===== src/pkg/mmc_pkg.sv =====
// constants, mode type and mode decode for the macrocell configuration block
package mmc_pkg;

    // ==========================================
    // sizes
    localparam int unsigned NUM_CELLS = 8;
    localparam int unsigned NUM_PT = 8;
    localparam int unsigned ADDR_W = 8;
    localparam int unsigned DATA_W = 32;

    // ==========================================
    // register offsets (byte addresses)
    localparam logic [7:0] OFS_CTRL = 8'h00;
    localparam logic [7:0] OFS_ARCH = 8'h04;
    localparam logic [7:0] OFS_POL = 8'h08;
    localparam logic [7:0] OFS_IOCFG = 8'h0C;
    localparam logic [7:0] OFS_PRELOAD = 8'h10;
    localparam logic [7:0] OFS_STATUS = 8'h14;
    localparam logic [7:0] OFS_REGQ = 8'h18;

    // ==========================================
    // field positions
    localparam int unsigned CTRL_RUN_BIT = 0;
    localparam int unsigned ARCH_SYNC_BIT = 0;
    localparam int unsigned ARCH_GLOBAL_BIT = 1;
    localparam int unsigned STAT_MODE_LSB = 0;
    localparam int unsigned STAT_PEND_BIT = 3;

    // ==========================================
    // reset values
    localparam logic RUN_RST = 1'b0;
    localparam logic SYNC_RST = 1'b0;
    localparam logic GLOBAL_RST = 1'b1;
    localparam logic [7:0] POL_RST = 8'h00;
    localparam logic [7:0] IOCFG_RST = 8'h00;
    localparam logic [7:0] PRELOAD_RST = 8'h00;

    // ==========================================
    // modes, one-hot
    typedef enum logic [2:0] {
        MMC_SIMPLE = 3'b001,
        MMC_COMPLEX = 3'b010,
        MMC_REGISTERED = 3'b100
    } mmc_mode_t;

    // sync=1 arch=0 simple, sync=1 arch=1 complex, otherwise registered
    function automatic mmc_mode_t mmc_decode_mode(input logic sync_bit, input logic arch_bit);
        mmc_mode_t m;
        m = MMC_REGISTERED;
        if (sync_bit && !arch_bit) begin
            m = MMC_SIMPLE;
        end else if (sync_bit && arch_bit) begin
            m = MMC_COMPLEX;
        end
        return m;
    endfunction

endpackage


===== src/rtl/mmc_config.sv =====
// macrocell mode configuration block with its register port and feedback routing
//
// Summary of operation
// - three global modes exist: simple, complex, registered; all cells follow it.
// - sync_mode_bit and global_arch_bit together pick the mode for every cell.
// - each cell's polarity bit inverts its output, same in every mode.
// - eight polarity, eight io_config_bit and two global bits form the configuration.
// - registered mode: dedicated pins are register clock and output enable only.
// - complex mode: dedicated pins enter the array via outermost cells' feedback.
// - complex mode: outermost cells give no feedback of their own pins.
// - simple mode: each pin but the two innermost feeds back through the neighbouring cell's path.
// - simple mode: innermost cells are always outputs with no feedback path.
// - registers clear at power-on and can be preloaded for testing.
// - eight mmc_cell instances, alike but for INNER set on the two inner ones, each with own product terms.
// - registered mode: shared clock pin clocks, shared enable pin enables drivers of cells with io_config_bit clear.
// - registered cells sum eight terms; io cells sum seven plus enable term.
// - complex mode: seven terms summed, eighth drives the cell's enable.
// - simple mode: pin is input or always-enabled output of eight terms.
//
// The implementer's own choices: strobed register access and the address map.
module mmc_config #(
    parameter int unsigned NUM_CELLS = mmc_pkg::NUM_CELLS,
    parameter int unsigned NUM_PT = mmc_pkg::NUM_PT
) (
    // clock and reset
    input wire logic clk_sys,
    input wire logic rst,
    // register port
    input wire logic [mmc_pkg::ADDR_W-1:0] bus_addr,
    input wire logic [mmc_pkg::DATA_W-1:0] bus_wdata,
    input wire logic bus_wr,
    input wire logic bus_rd,
    output logic [mmc_pkg::DATA_W-1:0] bus_rdata,
    // dedicated pins
    input wire logic clk_pin,
    input wire logic oe_pin_n,
    // macrocell pins
    input wire logic [NUM_CELLS-1:0] io_in,
    output logic [NUM_CELLS-1:0] io_out,
    output logic [NUM_CELLS-1:0] io_oe,
    // product terms from the array
    input wire logic [NUM_CELLS*NUM_PT-1:0] pt,
    // feedback into the array
    output logic [NUM_CELLS-1:0] fb
);

    localparam int unsigned LAST = NUM_CELLS - 1;
    localparam int unsigned HALF = NUM_CELLS / 2;

    // ==========================================
    // configuration state
    logic run;
    logic sync_mode_bit;
    logic global_arch_bit;
    logic [NUM_CELLS-1:0] pol;
    logic [NUM_CELLS-1:0] io_config_bit;
    logic [NUM_CELLS-1:0] pre_val;
    logic pre_pend;
    logic clk_pin_d;
    logic [mmc_pkg::DATA_W-1:0] rd_q;
    logic [mmc_pkg::DATA_W-1:0] rd_mux;
    mmc_pkg::mmc_mode_t mode;

    // ==========================================
    // write decode
    wire logic wr_ctrl = bus_wr && (bus_addr == mmc_pkg::OFS_CTRL);
    wire logic wr_arch = bus_wr && (bus_addr == mmc_pkg::OFS_ARCH);
    wire logic wr_pol = bus_wr && (bus_addr == mmc_pkg::OFS_POL);
    wire logic wr_iocfg = bus_wr && (bus_addr == mmc_pkg::OFS_IOCFG);
    wire logic wr_pre = bus_wr && (bus_addr == mmc_pkg::OFS_PRELOAD);
    wire logic arch_open = !run;

    // ==========================================
    // mode and shared clock pin
    assign mode = mmc_pkg::mmc_decode_mode(sync_mode_bit, global_arch_bit);

    wire logic is_simple = (mode == mmc_pkg::MMC_SIMPLE);
    wire logic is_complex = (mode == mmc_pkg::MMC_COMPLEX);
    wire logic is_registered = (mode == mmc_pkg::MMC_REGISTERED);
    wire logic pin_edge = clk_pin && !clk_pin_d;
    wire logic reg_en = pin_edge && is_registered;
    wire logic oe_act = !oe_pin_n;
    wire logic next_pre_pend = wr_pre || (pre_pend && !reg_en);

    // ==========================================
    // configuration registers
    always_ff @(posedge clk_sys) begin
        if (rst) begin
            run <= mmc_pkg::RUN_RST;
            sync_mode_bit <= mmc_pkg::SYNC_RST;
            global_arch_bit <= mmc_pkg::GLOBAL_RST;
        end else begin
            if (wr_ctrl) begin
                run <= bus_wdata[mmc_pkg::CTRL_RUN_BIT];
            end
            if (wr_arch && arch_open) begin
                sync_mode_bit <= bus_wdata[mmc_pkg::ARCH_SYNC_BIT];
                global_arch_bit <= bus_wdata[mmc_pkg::ARCH_GLOBAL_BIT];
            end
        end
    end

    always_ff @(posedge clk_sys) begin
        if (rst) begin
            pol <= mmc_pkg::POL_RST;
            io_config_bit <= mmc_pkg::IOCFG_RST;
        end else if (arch_open) begin
            if (wr_pol) begin
                pol <= bus_wdata[NUM_CELLS-1:0];
            end
            if (wr_iocfg) begin
                io_config_bit <= bus_wdata[NUM_CELLS-1:0];
            end
        end
    end

    always_ff @(posedge clk_sys) begin
        clk_pin_d <= clk_pin; // tracks the pin in reset too: no false edge on release
        if (rst) begin
            pre_val <= mmc_pkg::PRELOAD_RST;
            pre_pend <= 1'b0;
        end else begin
            if (wr_pre) begin
                pre_val <= bus_wdata[NUM_CELLS-1:0];
            end
            pre_pend <= next_pre_pend;
        end
    end

    // ==========================================
    // eight macrocells and feedback routing
    logic [NUM_CELLS-1:0] cell_q;
    logic [NUM_CELLS-1:0] fb_own;
    logic [NUM_CELLS-1:0] simple_src;
    logic [NUM_CELLS-1:0] complex_src;
    logic [NUM_CELLS-1:0] next_fb;

    genvar gi;
    generate
        for (gi = 0; gi < NUM_CELLS; gi++) begin : g_cell
            mmc_cell #(
                .NUM_PT(NUM_PT),
                .INNER((gi == HALF - 1) || (gi == HALF))
            ) u_cell (
                .clk_sys(clk_sys),
                .rst(rst),
                .mode(mode),
                .pol(pol[gi]),
                .io_cfg(io_config_bit[gi]),
                .run(run),
                .pt(pt[gi*NUM_PT +: NUM_PT]),
                .pin_in(io_in[gi]),
                .oe_act(oe_act),
                .reg_en(reg_en),
                .preload_en(pre_pend),
                .preload_val(pre_val[gi]),
                .pin_out(io_out[gi]),
                .pin_oe(io_oe[gi]),
                .q(cell_q[gi]),
                .fb_own(fb_own[gi])
            );

            if (gi == 0) begin : g_outer_lo
                assign simple_src[gi] = clk_pin;
                assign complex_src[gi] = clk_pin;
            end else if (gi == LAST) begin : g_outer_hi
                assign simple_src[gi] = oe_pin_n;
                assign complex_src[gi] = oe_pin_n;
            end else if (gi < HALF) begin : g_upper
                assign simple_src[gi] = io_in[gi-1];
                assign complex_src[gi] = fb_own[gi];
            end else begin : g_lower
                assign simple_src[gi] = io_in[gi+1];
                assign complex_src[gi] = fb_own[gi];
            end

            assign next_fb[gi] = is_simple ? simple_src[gi] :
                                 is_complex ? complex_src[gi] : fb_own[gi];
        end
    endgenerate

    always_ff @(posedge clk_sys) begin
        if (rst) begin
            fb <= '0;
        end else begin
            fb <= next_fb;
        end
    end

    // ==========================================
    // read path, data in the cycle after the strobe
    always_comb begin
        rd_mux = '0;
        if (bus_addr == mmc_pkg::OFS_CTRL) begin
            rd_mux[mmc_pkg::CTRL_RUN_BIT] = run;
        end else if (bus_addr == mmc_pkg::OFS_ARCH) begin
            rd_mux[mmc_pkg::ARCH_SYNC_BIT] = sync_mode_bit;
            rd_mux[mmc_pkg::ARCH_GLOBAL_BIT] = global_arch_bit;
        end else if (bus_addr == mmc_pkg::OFS_POL) begin
            rd_mux[NUM_CELLS-1:0] = pol;
        end else if (bus_addr == mmc_pkg::OFS_IOCFG) begin
            rd_mux[NUM_CELLS-1:0] = io_config_bit;
        end else if (bus_addr == mmc_pkg::OFS_PRELOAD) begin
            rd_mux[NUM_CELLS-1:0] = pre_val;
        end else if (bus_addr == mmc_pkg::OFS_STATUS) begin
            rd_mux[mmc_pkg::STAT_MODE_LSB +: 3] = mode;
            rd_mux[mmc_pkg::STAT_PEND_BIT] = pre_pend;
        end else if (bus_addr == mmc_pkg::OFS_REGQ) begin
            rd_mux[NUM_CELLS-1:0] = cell_q;
        end
    end

    always_ff @(posedge clk_sys) begin
        if (rst) begin
            rd_q <= '0;
        end else if (bus_rd) begin
            rd_q <= rd_mux;
        end else begin
            rd_q <= '0;
        end
    end

    assign bus_rdata = rd_q;
endmodule


===== src/rtl/mmc_cell.sv =====
// one output macrocell: product-term sum, polarity, register and output enable
module mmc_cell #(
    parameter int unsigned NUM_PT = mmc_pkg::NUM_PT,
    parameter bit INNER = 1'b0
) (
    // clock and reset
    input wire logic clk_sys,
    input wire logic rst,
    // configuration
    input wire mmc_pkg::mmc_mode_t mode,
    input wire logic pol,
    input wire logic io_cfg,
    input wire logic run,
    // array, pins and register control
    input wire logic [NUM_PT-1:0] pt,
    input wire logic pin_in,
    input wire logic oe_act,
    input wire logic reg_en,
    input wire logic preload_en,
    input wire logic preload_val,
    // outputs
    output logic pin_out,
    output logic pin_oe,
    output logic q,
    output logic fb_own
);

    // ==========================================
    // sum and configuration decode
    wire logic sum_all = |pt;
    wire logic sum_seven = |pt[NUM_PT-2:0];
    wire logic pt_oe = pt[NUM_PT-1];
    wire logic is_simple = (mode == mmc_pkg::MMC_SIMPLE);
    wire logic is_reg = (mode == mmc_pkg::MMC_REGISTERED) && !io_cfg;
    wire logic is_input = is_simple && io_cfg && !INNER;
    wire logic next_q = preload_en ? preload_val : (sum_all ^ pol);
    wire logic load_q = reg_en && (is_reg || preload_en);
    wire logic comb_val = (is_simple ? sum_all : sum_seven) ^ pol;
    wire logic next_pin_out = is_reg ? q : comb_val;
    wire logic next_pin_oe = !run ? 1'b0 : is_reg ? oe_act : is_simple ? !is_input : pt_oe;

    assign fb_own = is_reg ? q : pin_in;

    // ==========================================
    // macrocell register, cleared at power-on
    always_ff @(posedge clk_sys) begin
        if (rst) begin
            q <= 1'b0;
        end else if (load_q) begin
            q <= next_q;
        end
    end

    always_ff @(posedge clk_sys) begin
        if (rst) begin
            pin_out <= 1'b0;
            pin_oe <= 1'b0;
        end else begin
            pin_out <= next_pin_out;
            pin_oe <= next_pin_oe;
        end
    end
endmodule


===== config.mk =====
export PLATFORM = sky130hd
export DESIGN_NAME = mmc_config
export DESIGN_NICKNAME = d
export VERILOG_FILES = /design/src/pkg/mmc_pkg.sv /design/src/rtl/mmc_config.sv /design/src/rtl/mmc_cell.sv
export SDC_FILE = /design/constraint.sdc
export NUM_CORES = 1
export LEC_CHECK = 0
export BUFFER_PORTS_ARGS = -buffer_cell sky130_fd_sc_hd__buf_2
export CORE_ASPECT_RATIO = 1.5
export CORE_MARGIN = 2
export CORE_UTILIZATION = 28
export CTS_CLUSTER_DIAMETER = 50
export CTS_CLUSTER_SIZE = 12
export DETAILED_ROUTE_END_ITERATION = 16
export GPL_TIMING_DRIVEN = 1
export PLACE_DENSITY_LB_ADDON = 0.1
export SYNTH_ARGS = -nofsm -noshare
export SYNTH_HDL_FRONTEND = slang
export SYNTH_HIERARCHICAL = 1
export SYNTH_SLANG_ARGS = --single-unit

===== constraint.sdc =====
create_clock -name clk_sys -period 4.96 [get_ports clk_sys]
set_clock_uncertainty 0.05 [all_clocks]
set_input_delay 0.744 -clock clk_sys [delete_from_list [all_inputs] [get_ports clk_sys]]
set_output_delay 0.744 -clock clk_sys [all_outputs]
set_load 0.005 [all_outputs]

Yosys cells after proc, flatten, opt, wreduce, memory -nomap -nowiden:

Index checks and enable logic that the tools add are counted.

* reductions and logical operators: 84
* eq/ne operators: 9
* bitwise operators: 18
* muxes and demuxes: 68

Operator list (number)
* $reduce_or A8 Y1: 8
* $mux W1: 59
* $reduce_or A7 Y1: 8
* $logic_and A1 B1 Y1: 33
* $mux W8: 4
* $eq A8 B5 Y1 const B: 3
* $logic_not A1 Y1: 19
* $eq A8 B4 Y1 const B: 2
* $xor A1 B1 Y1: 16
* $logic_or A1 B1 Y1: 9
* $eq A8 B3 Y1 const B: 1
* $logic_not A8 Y1: 1
* $mux W4: 2
* $mux W3: 2
* $reduce_and A2 Y1: 2
* $reduce_or A2 Y1: 2
* $reduce_or A4 Y1: 1
* $eq A3 B1 Y1 const B: 1
* $eq A3 B2 Y1 const B: 1
* $eq A3 B3 Y1 const B: 1
* $reduce_or A3 Y1: 1
* $mux W2: 1
* $not A1 Y1: 2

* input bits: 118
* word-level logic and storage cells: 216
* register bits after elaboration: 93

Logic depth before layout (Yosys ltp):

Gate-level depths: netlist of run 1.

* word-level depth: 9
* depth in mapped cells: 8
* depth with buffers taken out: 6

Hierarchy:

The synthesis of run 1 kept the hierarchy.

By module, submodules not included
* mmc_config: cells an instance 237, seq. area each 900.9 um^2, instances 1, area an instance 2272.2 um^2
* mmc_cell (g_cell[0].u_cell ...): cells an instance 32, seq. area each 60.1 um^2, instances 6, area an instance 274.0 um^2
* mmc_cell (g_cell[3].u_cell ...): cells an instance 30, seq. area each 60.1 um^2, instances 2, area an instance 271.5 um^2

Worst setup path after synthesis of run 1:

No wires, ideal clock.

* path kind: reg-to-reg
* start: reg sync_mode_bit
* end: reg fb[3]
* data required time: 4.782 ns
* arrival time: 2.464 ns
* library setup time: 0.128 ns
* period minus slack after synthesis: 2.641 ns
* buffers on the path: 2
* slack: 2.319 ns
* cell stages (with the launch flop): 9
* path through: dfxtp_1 -> buf_6 -> nand2b_1 -> clkbuf_1 -> inv_1 -> nor4b_4 -> mux2_2 -> mux2i_1 -> nor2_1

* elaborated cells between the ends (all ways): 9
* classes of those cells: eq/ne: 2; mux: 4; reduce/logical: 3

RTL lines
* start: declaration: line mmc_config.sv:53 `logic sync_mode_bit;`
* start signal: assignment: line mmc_config.sv:90 `sync_mode_bit <= mmc_pkg::SYNC_RST;`
* start signal: assignment: line mmc_config.sv:97 `sync_mode_bit <= bus_wdata[mmc_pkg::ARCH_SYNC_BIT];`
* $logic_and A1 B1 Y1: line mmc_pkg.sv:50 `if (sync_bit && !arch_bit) begin`
* $mux W3: line mmc_pkg.sv:50
* via mode[0]: line mmc_config.sv:62 `mmc_pkg::mmc_mode_t mode;`
* $eq A3 B3 Y1: line mmc_cell.sv:34 `wire logic is_reg = (mode == mmc_pkg::MMC_REGISTERED) && !io_cfg;`
* $logic_and A1 B1 Y1: line mmc_cell.sv:34
* $mux W1: line mmc_cell.sv:42 `assign fb_own = is_reg ? q : pin_in;`
* via complex_src[3]: line mmc_config.sv:135 `logic [NUM_CELLS-1:0] complex_src;`
* $mux W1: line mmc_config.sv:177 `assign next_fb[gi] = is_simple ? simple_src[gi] :`
* end signal: assignment: line mmc_config.sv:186 `fb <= next_fb;`
* end: declaration: line mmc_config.sv:44 `output logic [NUM_CELLS-1:0] fb`

The timed path passes the listed nets, and every way through them passes these cells.
A chain may end at the register's enable or synchronous reset.

Worst setup path after layout of run 1:

* start: reg sync_mode_bit
* end: reg fb[0]

* elaborated cells between the ends (all ways): 11
* classes of those cells: eq/ne: 3; mux: 5; reduce/logical: 3

RTL lines
* $logic_and A1 B1 Y1: line mmc_pkg.sv:50
* $mux W3: line mmc_pkg.sv:50
* via mode[0]: line mmc_config.sv:62
* $eq A3 B3 Y1: line mmc_cell.sv:34
* $logic_and A1 B1 Y1: line mmc_cell.sv:34
* $mux W1: line mmc_cell.sv:42
* via fb_own[0]: line mmc_config.sv:133 `logic [NUM_CELLS-1:0] fb_own;`
* $mux W1: line mmc_config.sv:178 `is_complex ? complex_src[gi] : fb_own[gi];`
* $mux W1: line mmc_config.sv:177

The timed path passes the listed nets, and every way through them passes these cells.

==> results_dict.tcl, run 1 <==
set metrics [dict create \
    num-nets-final 736 \
    cts_tree "built" \
    synth-seq-cells 69 \
    die_x_microns 107 \
    grt_max_degree 37 \
    drt_pre_antenna_iters 4 \
    die_h_microns 159 \
    stdcell_count 827 \
    cts_resized 0 \
    netlist_area_sq_um 4460 \
    cts_made_buffers 9 \
    io_pins 174 \
    viasPerCell 5.05 \
    endpoint_kind "flip-flop" \
    tns_ps 0 \
    powerDensity_nw_per_um2 259 \
    synthCells 489 \
    wl_microns 14100 \
    drive_gt1_share_pct 30.7 \
    critPathKind "flip-flop to flip-flop" \
    hold_ws_ps 469 \
    required_ps 5110 \
    rrSetupSlack_ps 2350 \
    drt_iter0_markers 87 \
    status "finished clean" \
    start_util_pct 28.5 \
    async_flop_share_pct 0 \
    holdCritPathClass "flip-flop to flip-flop" \
    drv_cap 0 \
    fmax_ghz 0.383 \
    yosysTopAreaCell "dfxtp_1" \
    overflow 0 \
    place_congestion 0.801 \
    dpl-instance-area_sq_um 5190 \
    clockBufferDepth 2 \
    start_kind "flip-flop" \
    setup_violations 0 \
    cp_max_fo 28 \
    core_sq_um 15600 \
    rsz0062_at_grt "false" \
    clk_pin_slew_ps 60 \
    grt_usage_pct 16.5 \
    ant_nets 0 \
    final_hold_viol_count 0 \
    wl_per_cell_microns 17.0 \
    layout_min_cycle_time_ps 2610 \
    fin_crit_sh_pct 52.7 \
    die_area_sq_um 17000 \
    crit_slowest_cell "nand2b_1" \
    clkLatencyLatePin_ps 340 \
    synth_top_area_share_pct 31.0 \
    p_leak_nw 2.49 \
    cts-root-buf "clkbuf_16" \
    peakVddDrop_mv 0.170 \
    crit_arrival_ps 2760 \
    place.port_buffers 125 \
    clkSinkCount 69 \
    total_power_w 0.00143 \
    synth_top_cells_by_area "dfxtp_1, mux2i_1, nor2_1, nor4b_4, buf_4" \
    area_growth_pct 23.7 \
    grt_pass1_vias 4063 \
    ys_warn_count 6 \
    postCtsHoldBufs 0 \
    relSlewSlack_pct 33.6 \
    critPathMaxStageDelay_ps 480 \
    postSynthAreaPerCell_sq_um 9.12 \
    synth-seq-area-share_pct 31.0 \
    synth_cell_types 55 \
    dp_hpwl_microns 9990 \
    tightest_slew_ps 994 \
    stdcell_area_sq_um 5510 \
    htreeDepth 3 \
    final-max-slew-violation-count 0 \
    row_count 56 \
    num_vias 4176 \
    synth_edf_count 0 \
    antenna_found_initial 0 \
    synth_ff_type "dfxtp_1" \
    path_cells "nand2b_1 -> clkinv_1 -> buf_4 -> nor4b_4 -> mux2_2 -> mux2i_1 -> nor2_1" \
    post-cts-setup-buffer-count 0 \
    dp_cells 810 \
    grt_pass1_wl_microns 21300 \
    drc 0 \
]
synth_stat cells, types with 6 or more instances:
master	count
dfxtp_1	69
nor2_1	66
mux2i_1	38
buf_4	25
nand2_1	18
nor3_1	17
inv_1	16
nor4_1	14
nand3_1	13
o21ai_0	13
a21oi_1	12
a31oi_1	12
and3_1	10
nand2b_1	10
mux2_2	9
a211o_1	8
a32o_1	8
mux2_1	8
nand4bb_1	8
nor2b_1	8
nor4b_1	8
nor4b_4	8
and3_2	7
o211ai_1	7
a221oi_1	6
nor4_2	6
o41ai_1	6
or2b_1	6
logic make-up after synthesis:
family          after synthesis  share of synthesized area, %
simple gates                217                          32.4
other cells                   1                        0.0841
compound gates               93                          15.7
flops                        69                          31.0
buf+inv                      54                          8.05
mux                          55                          12.8
per-layer routing:
layer / vias up / part of all wire, % / GRT usage [%]
met5: - / 0 / 0
met4: 0 / 1.0 / 7.42
met1: 1990 / 42 / 18.5
li1: 2067 / - / -
met3: 8 / 3.6 / 2.17
met2: 111 / 53 / 30.7
through the flow:
stage / utilization (%) / setup WS (ps)
floorplan: - / 2320
global placement: 33.2 / 2310
detailed placement: 33.2 / 2300
CTS: 35.3 / 2290
global route: 35.3 / 2120
finish: 35.3 / 2350
registers in the layout (all words and copies together), names as in the netlist:
signal,flops
pre_pend,1
fb,8
pol,8
run,1
g_cell.u_cell/pin_out,8
pre_val,8
global_arch_bit,1
clk_pin_d,1
g_cell.u_cell/pin_oe,8
g_cell.u_cell/q,8
bus_rdata,8
sync_mode_bit,1
io_config_bit,8
power by group:
group	total (W)	switching, W	internal, W
registers	0.000573	0.00000707	0.000566
clock network	0.000709	0.000256	0.000453
logic	0.000144	0.0000805	0.0000638
total	0.00143	0.000343	0.00108
critical path, delay by kind of cell, from the launching register on:
kind / cells / cell delay [ps]
AND/OR/NAND/NOR: 3 / 990
buffers and inverters: 2 / 470
flip-flops: 1 / 440
multiplexers: 2 / 510
area by class of cell:
| class | count | area [sq um] |
|---|---|---|
| Clock buffer | 10 | 239 |
| Antenna cell | 1 | 2.50 |
| Timing Repair Buffer | 133 | 686 |
| Inverter | 16 | 60.1 |
| Fill cell | 1631 | 10100 |
| Sequential cell | 69 | 1380 |
| Clock inverter | 6 | 86.3 |
| Multi-Input combinational cell | 389 | 2810 |
| Tap cell | 203 | 254 |
layout by cell type (no fill, tap or decap), drive strengths merged, types with 3 or more instances in the layout:
cell	netlist	layout
a211o	8	8
a211oi	3	3
a21oi	12	12
a221oi	6	6
a31oi	12	12
a32o	8	8
and3	17	17
buf	30	133
clkbuf	8	10
clkinv	0	4
conb	1	24
dfxtp	69	69
inv	16	15
mux2	17	17
mux2i	38	38
nand2	18	18
nand2b	10	10
nand3	15	15
nand4bb	8	8
nor2	67	67
nor2b	8	8
nor3	17	17
nor4	23	23
nor4b	16	16
o211ai	7	7
o21ai	13	13
o32a	4	4
o32ai	4	4
o41ai	6	6
or2b	9	9
final timing paths:
| kind | startpoint | end | depth (start not counted) |
|---|---|---|---|
| setup reg to reg | sync_mode_bit | fb[0] | 7 |
| setup / recovery | sync_mode_bit | fb[0] | 7 |
| hold / removal | global_arch_bit | global_arch_bit | 2 |
| hold reg to reg | global_arch_bit | global_arch_bit | 2 |
(Power assumes the default switching activity.)
==> inputs of run 2 (changes only) <==
Clock period 4.96 ns to 2.5 ns, I/O delays scaled along.
==> run 2 against run 1 <==
Against the previous run:
- utilization rose by 0.68 points
- design area rose by 1.9%
- critical endpoint unchanged
- first-iteration DRC count rose by 29%
- flip-flop and latch count did not move
- power rose by 92%
- global-route usage rose by 0.59 points
==> results_dict.tcl, run 2 (synthesized netlist as in run 1, its figures left out) <==
set metrics [dict create \
    die_x_microns 107 \
    drt_pre_antenna_iters 4 \
    clkLatencyLatePin_ps 340 \
    rrSetupSlack_ps 440 \
    endpoint_kind "flip-flop" \
    postCtsHoldBufs 0 \
    cp_top_family "simple AND/OR/NAND/NOR gates" \
    multi_input_area_sq_um 2810 \
    fin_crit_sh_pct 82.5 \
    fmax_ghz 0.485 \
    final_hold_viol_count 0 \
    rr_startpoint "global_arch_bit" \
    nFillCells 1636 \
    min_path_cells 1 \
    holdPathEnd "clk_pin_d" \
    drt_iter0_markers 112 \
    seq_area_sq_um 1380 \
    dpl-instance-area_sq_um 5320 \
    drc 0 \
    final-max-slew-violation-count 0 \
    cts_made_buffers 9 \
    drv_cap 0 \
    cp_max_fo 14 \
    crit_slowest_cell "nor4b_4" \
    status "finished clean" \
    antenna_found_initial 1 \
    place_congestion 0.813 \
    grt_pass1_vias 4161 \
    place.port_buffers 125 \
    critPathKind "flip-flop to flip-flop" \
    rsz0062_at_grt "false" \
    peakVddDrop_mv 0.230 \
    htreeDepth 3 \
    num-nets-final 749 \
    drive_gt1_share_pct 32.3 \
    p_leak_nw 2.55 \
    clkSinkCount 69 \
    wl_per_cell_microns 17.0 \
    grt_usage_pct 17.1 \
    overflow 0 \
    post-cts-setup-buffer-count 0 \
    tns_ps 0 \
    ant_nets 0 \
    holdCritPathClass "primary input to flip-flop" \
    cts_tree "built" \
    required_ps 2680 \
    tightest_slew_ps 525 \
    cts_resized 0 \
    dp_hpwl_microns 10700 \
    stdcell_area_sq_um 5620 \
    grt_max_degree 31 \
    final_cell_mix "buf_2, dfxtp_1, nor2_1" \
    io_pins 174 \
    clk_pin_slew_ps 50 \
    reg2reg_depth 7 \
    critPathBufInv 2 \
    die_h_microns 159 \
    start_kind "flip-flop" \
    powerDensity_nw_per_um2 487 \
    path_cells "nand2b_1 -> clkinvlp_4 -> buf_12 -> nor4b_4 -> mux2_2 -> mux2i_1 -> nor2_1" \
    num_vias 4259 \
    layout_min_cycle_time_ps 2060 \
    row_count 56 \
    viasPerCell 5.08 \
    grt_pass1_wl_microns 22100 \
    area_growth_pct 26.0 \
    wl_microns 14200 \
    reg2reg_to "fb[0]" \
    core_sq_um 15600 \
    relSlewSlack_pct 65.0 \
    critPathMaxStageDelay_ps 410 \
    hold_ws_ps 115 \
    final_common_cell "buf_2" \
    cts-root-buf "clkbuf_16" \
    setup_violations 0 \
    start_util_pct 28.5 \
    worstHoldStart "clk_pin" \
    die_area_sq_um 17000 \
    crit_arrival_ps 2240 \
    clockBufferDepth 2 \
]
run 2: cell type report:
cell class	count	area share [%]
Inverter	16	1.14
Sequential cell	69	24.6
Clock buffer	11	4.50
Multi-Input combinational cell	389	50.0
Tap cell	203	4.52
Antenna cell	1	0.0445
Clock inverter	4	0.846
Timing Repair Buffer	146	14.4
run 2: through the flow:
| stage | utilization (%) | std cells | setup slack [ps] | total power, W |
|---|---|---|---|---|
| global placement | 34.0 | 823 | 475 | 0.00145 |
| CTS | 36.0 | 838 | 442 | 0.00277 |
| floorplan | - | 512 | 1.66 | 0.00132 |
| global route | 36.0 | 839 | 260 | 0.00285 |
| finish | 36.0 | 839 | 436 | 0.00273 |
| detailed placement | 34.0 | 823 | 469 | 0.00146 |
run 2: how the worst max path moves through the flow:
stage	start	endpoint	slack [ps]	cells past startpoint
2_1_floorplan	sync_mode_bit	fb[3]	2	8
3_5_place_dp	global_arch_bit	fb[2]	470	7
5_1_grt	global_arch_bit	fb[2]	260	7
3_3_place_gp	global_arch_bit	fb[0]	470	7
4_1_cts	global_arch_bit	fb[0]	440	7
6_report	global_arch_bit	fb[0]	440	7
run 2: layer usage:
metal  track usage [%]  part of all wire, %  vias to the layer above
met3              2.01                  3.8                       18
li1                  -                    -                     2096
met5                 0                    0                        -
met1              19.6                   41                     2032
met2              31.0                   53                      113
met4              8.78                  2.1                        0
run 2: power breakdown:
part	internal, W	switching [W]	total (W)
clock network	0.000817	0.000486	0.00130
logic	0.000132	0.000162	0.000294
registers	0.00112	0.0000140	0.00114
==> inputs of run 3 (changes only) <==
Clock period 2.5 ns to 2 ns, I/O delays scaled along.
==> run 3 against run 2 <==
Against the previous run:
- cell count increased by 2.1%
- register-to-register slack lost 340 ps
- highest routed layer unchanged
- global-route usage decreased by 0.57 points
- via count rose by 0.26%
- design area is 3.7% higher
- worst hold slack got worse by 77 ps
- flip-flop and latch count stayed put
- setup slack got worse by 340 ps
- count of clock-buffer cells in the layout up 4
- largest power group unchanged
- sequential share of layout area shrank 0.84 points
- largest cell class unchanged
- utilization grew 1.3 points
==> results_dict.tcl, run 3 (synthesized netlist as in run 1, its figures left out) <==
set metrics [dict create \
    post-cts-setup-buffer-count 0 \
    reg2reg_depth 8 \
    die_x_microns 107 \
    stdcell_count 857 \
    peakVddDrop_mv 0.319 \
    antenna_found_initial 0 \
    wl_microns 14200 \
    drt_pre_antenna_iters 4 \
    cts_made_buffers 9 \
    io_pins 174 \
    fin_crit_sh_pct 95.4 \
    htreeDepth 3 \
    place.port_buffers 125 \
    cp_max_fo 19 \
    grt_pass1_vias 4032 \
    die_area_sq_um 17000 \
    powerDensity_nw_per_um2 583 \
    postCtsHoldBufs 0 \
    tns_ps 0 \
    cts_tree "built" \
    clockBufferDepth 2 \
    viasPerCell 4.98 \
    status "finished clean" \
    start_kind "flip-flop" \
    num-nets-final 766 \
    layout_min_cycle_time_ps 1910 \
    setup_violations 0 \
    cts-root-buf "clkbuf_16" \
    multi_input_area_sq_um 2840 \
    relSlewSlack_pct 66.4 \
    drive_gt1_share_pct 34.2 \
    hold_ws_ps 37.6 \
    grt_usage_pct 16.6 \
    crit_arrival_ps 2090 \
    required_ps 2180 \
    final_cell_mix "buf_2, dfxtp_1, nor2_1" \
    endpoint_kind "flip-flop" \
    overflow 0 \
    rsz0062_at_grt "false" \
    die_h_microns 159 \
    endpoint "g_cell[2].u_cell/q" \
    place_congestion 0.801 \
    setup.worst_path.start "sync_mode_bit" \
    area_growth_pct 30.6 \
    grt_max_degree 24 \
    min_path_cells 1 \
    p_leak_nw 2.64 \
    num_vias 4270 \
    final_common_cell "buf_2" \
    drv_cap 0 \
    dpl-instance-area_sq_um 5510 \
    tightest_slew_ps 503 \
    core_sq_um 15600 \
    final_hold_viol_count 0 \
    grt_pass1_wl_microns 21400 \
    critPathKind "flip-flop to flip-flop" \
    clkLatencyLatePin_ps 340 \
    reg2reg_to "g_cell[2].u_cell/q" \
    rr_startpoint "sync_mode_bit" \
    dp_cells 840 \
    seq_area_sq_um 1380 \
    finish.utilization_pct 37.3 \
    drc 0 \
    clk_pin_slew_ps 60 \
    final-max-slew-violation-count 0 \
    dp_hpwl_microns 10700 \
    fmax_ghz 0.524 \
    nFillCells 1663 \
    clkSinkCount 69 \
    drt_iter0_markers 150 \
    stdcell_area_sq_um 5830 \
    holdCritPathClass "primary input to flip-flop" \
    wl_per_cell_microns 16.6 \
    row_count 56 \
    start_util_pct 28.5 \
    rrSetupSlack_ps 90 \
    ant_nets 0 \
]
run 3: cell count changes in the layout (fill, tap and decap cells not counted), sizes merged:
cell    before  now
clkbuf      11   15
clkinv       2    0
inv         15   14
buf        146  163
run 3: what timing repair did:
item | CTS | global route
setup endpoints to repair | 0 | 17
gates resized for setup | 0 | 5
hold endpoints to repair | 0 | 0
run 3: final cells by class:
type                       instances  area share, %
antenna                            1         0.0430
clock buffer                      15           4.42
clock inverter                     1          0.515
inverter                          16           1.16
multi-input combinational        389           48.8
sequential                        69           23.7
tap                              203           4.36
timing repair buffer             163           17.0
run 3: routing by layer:
metal,vias up,GRT usage [%],share of wire [%]
li1,2145,-,-
met1,1994,19.0,42
met2,114,30.2,52
met3,17,2.70,3.9
met4,0,6.68,1.6
met5,-,0,0
run 3: worst min-delay path by stage:
stage	slack (ps)	from	to
after floorplan	280	clk_pin	clk_pin_d
after global placement	380	clk_pin	clk_pin_d
after detailed placement	380	clk_pin	clk_pin_d
after CTS	20	clk_pin	clk_pin_d
after global routing	50	clk_pin	clk_pin_d
final	40	clk_pin	clk_pin_d
run 3: worst max-delay path, stage by stage (launching register included):
cell	delay [ps]
dfxtp_2	370
buf_4	150
inv_1	100
buf_12	170
nor4b_4	140
buf_4	160
mux2_1	280
and3_1	180
a32o_1	200
run 3: stage by stage:
step                power, W  worst slack, ps
floorplan            0.00166             -388
finish               0.00340             91.7
global route         0.00354             20.1
global placement     0.00182             58.7
CTS                  0.00346             66.0
detailed placement   0.00183             81.3
run 3: power by group:
part | internal [W] | switching [W]
Clock | 0.00100 | 0.000596
Combinational | 0.000175 | 0.000202
Sequential | 0.00140 | 0.0000178
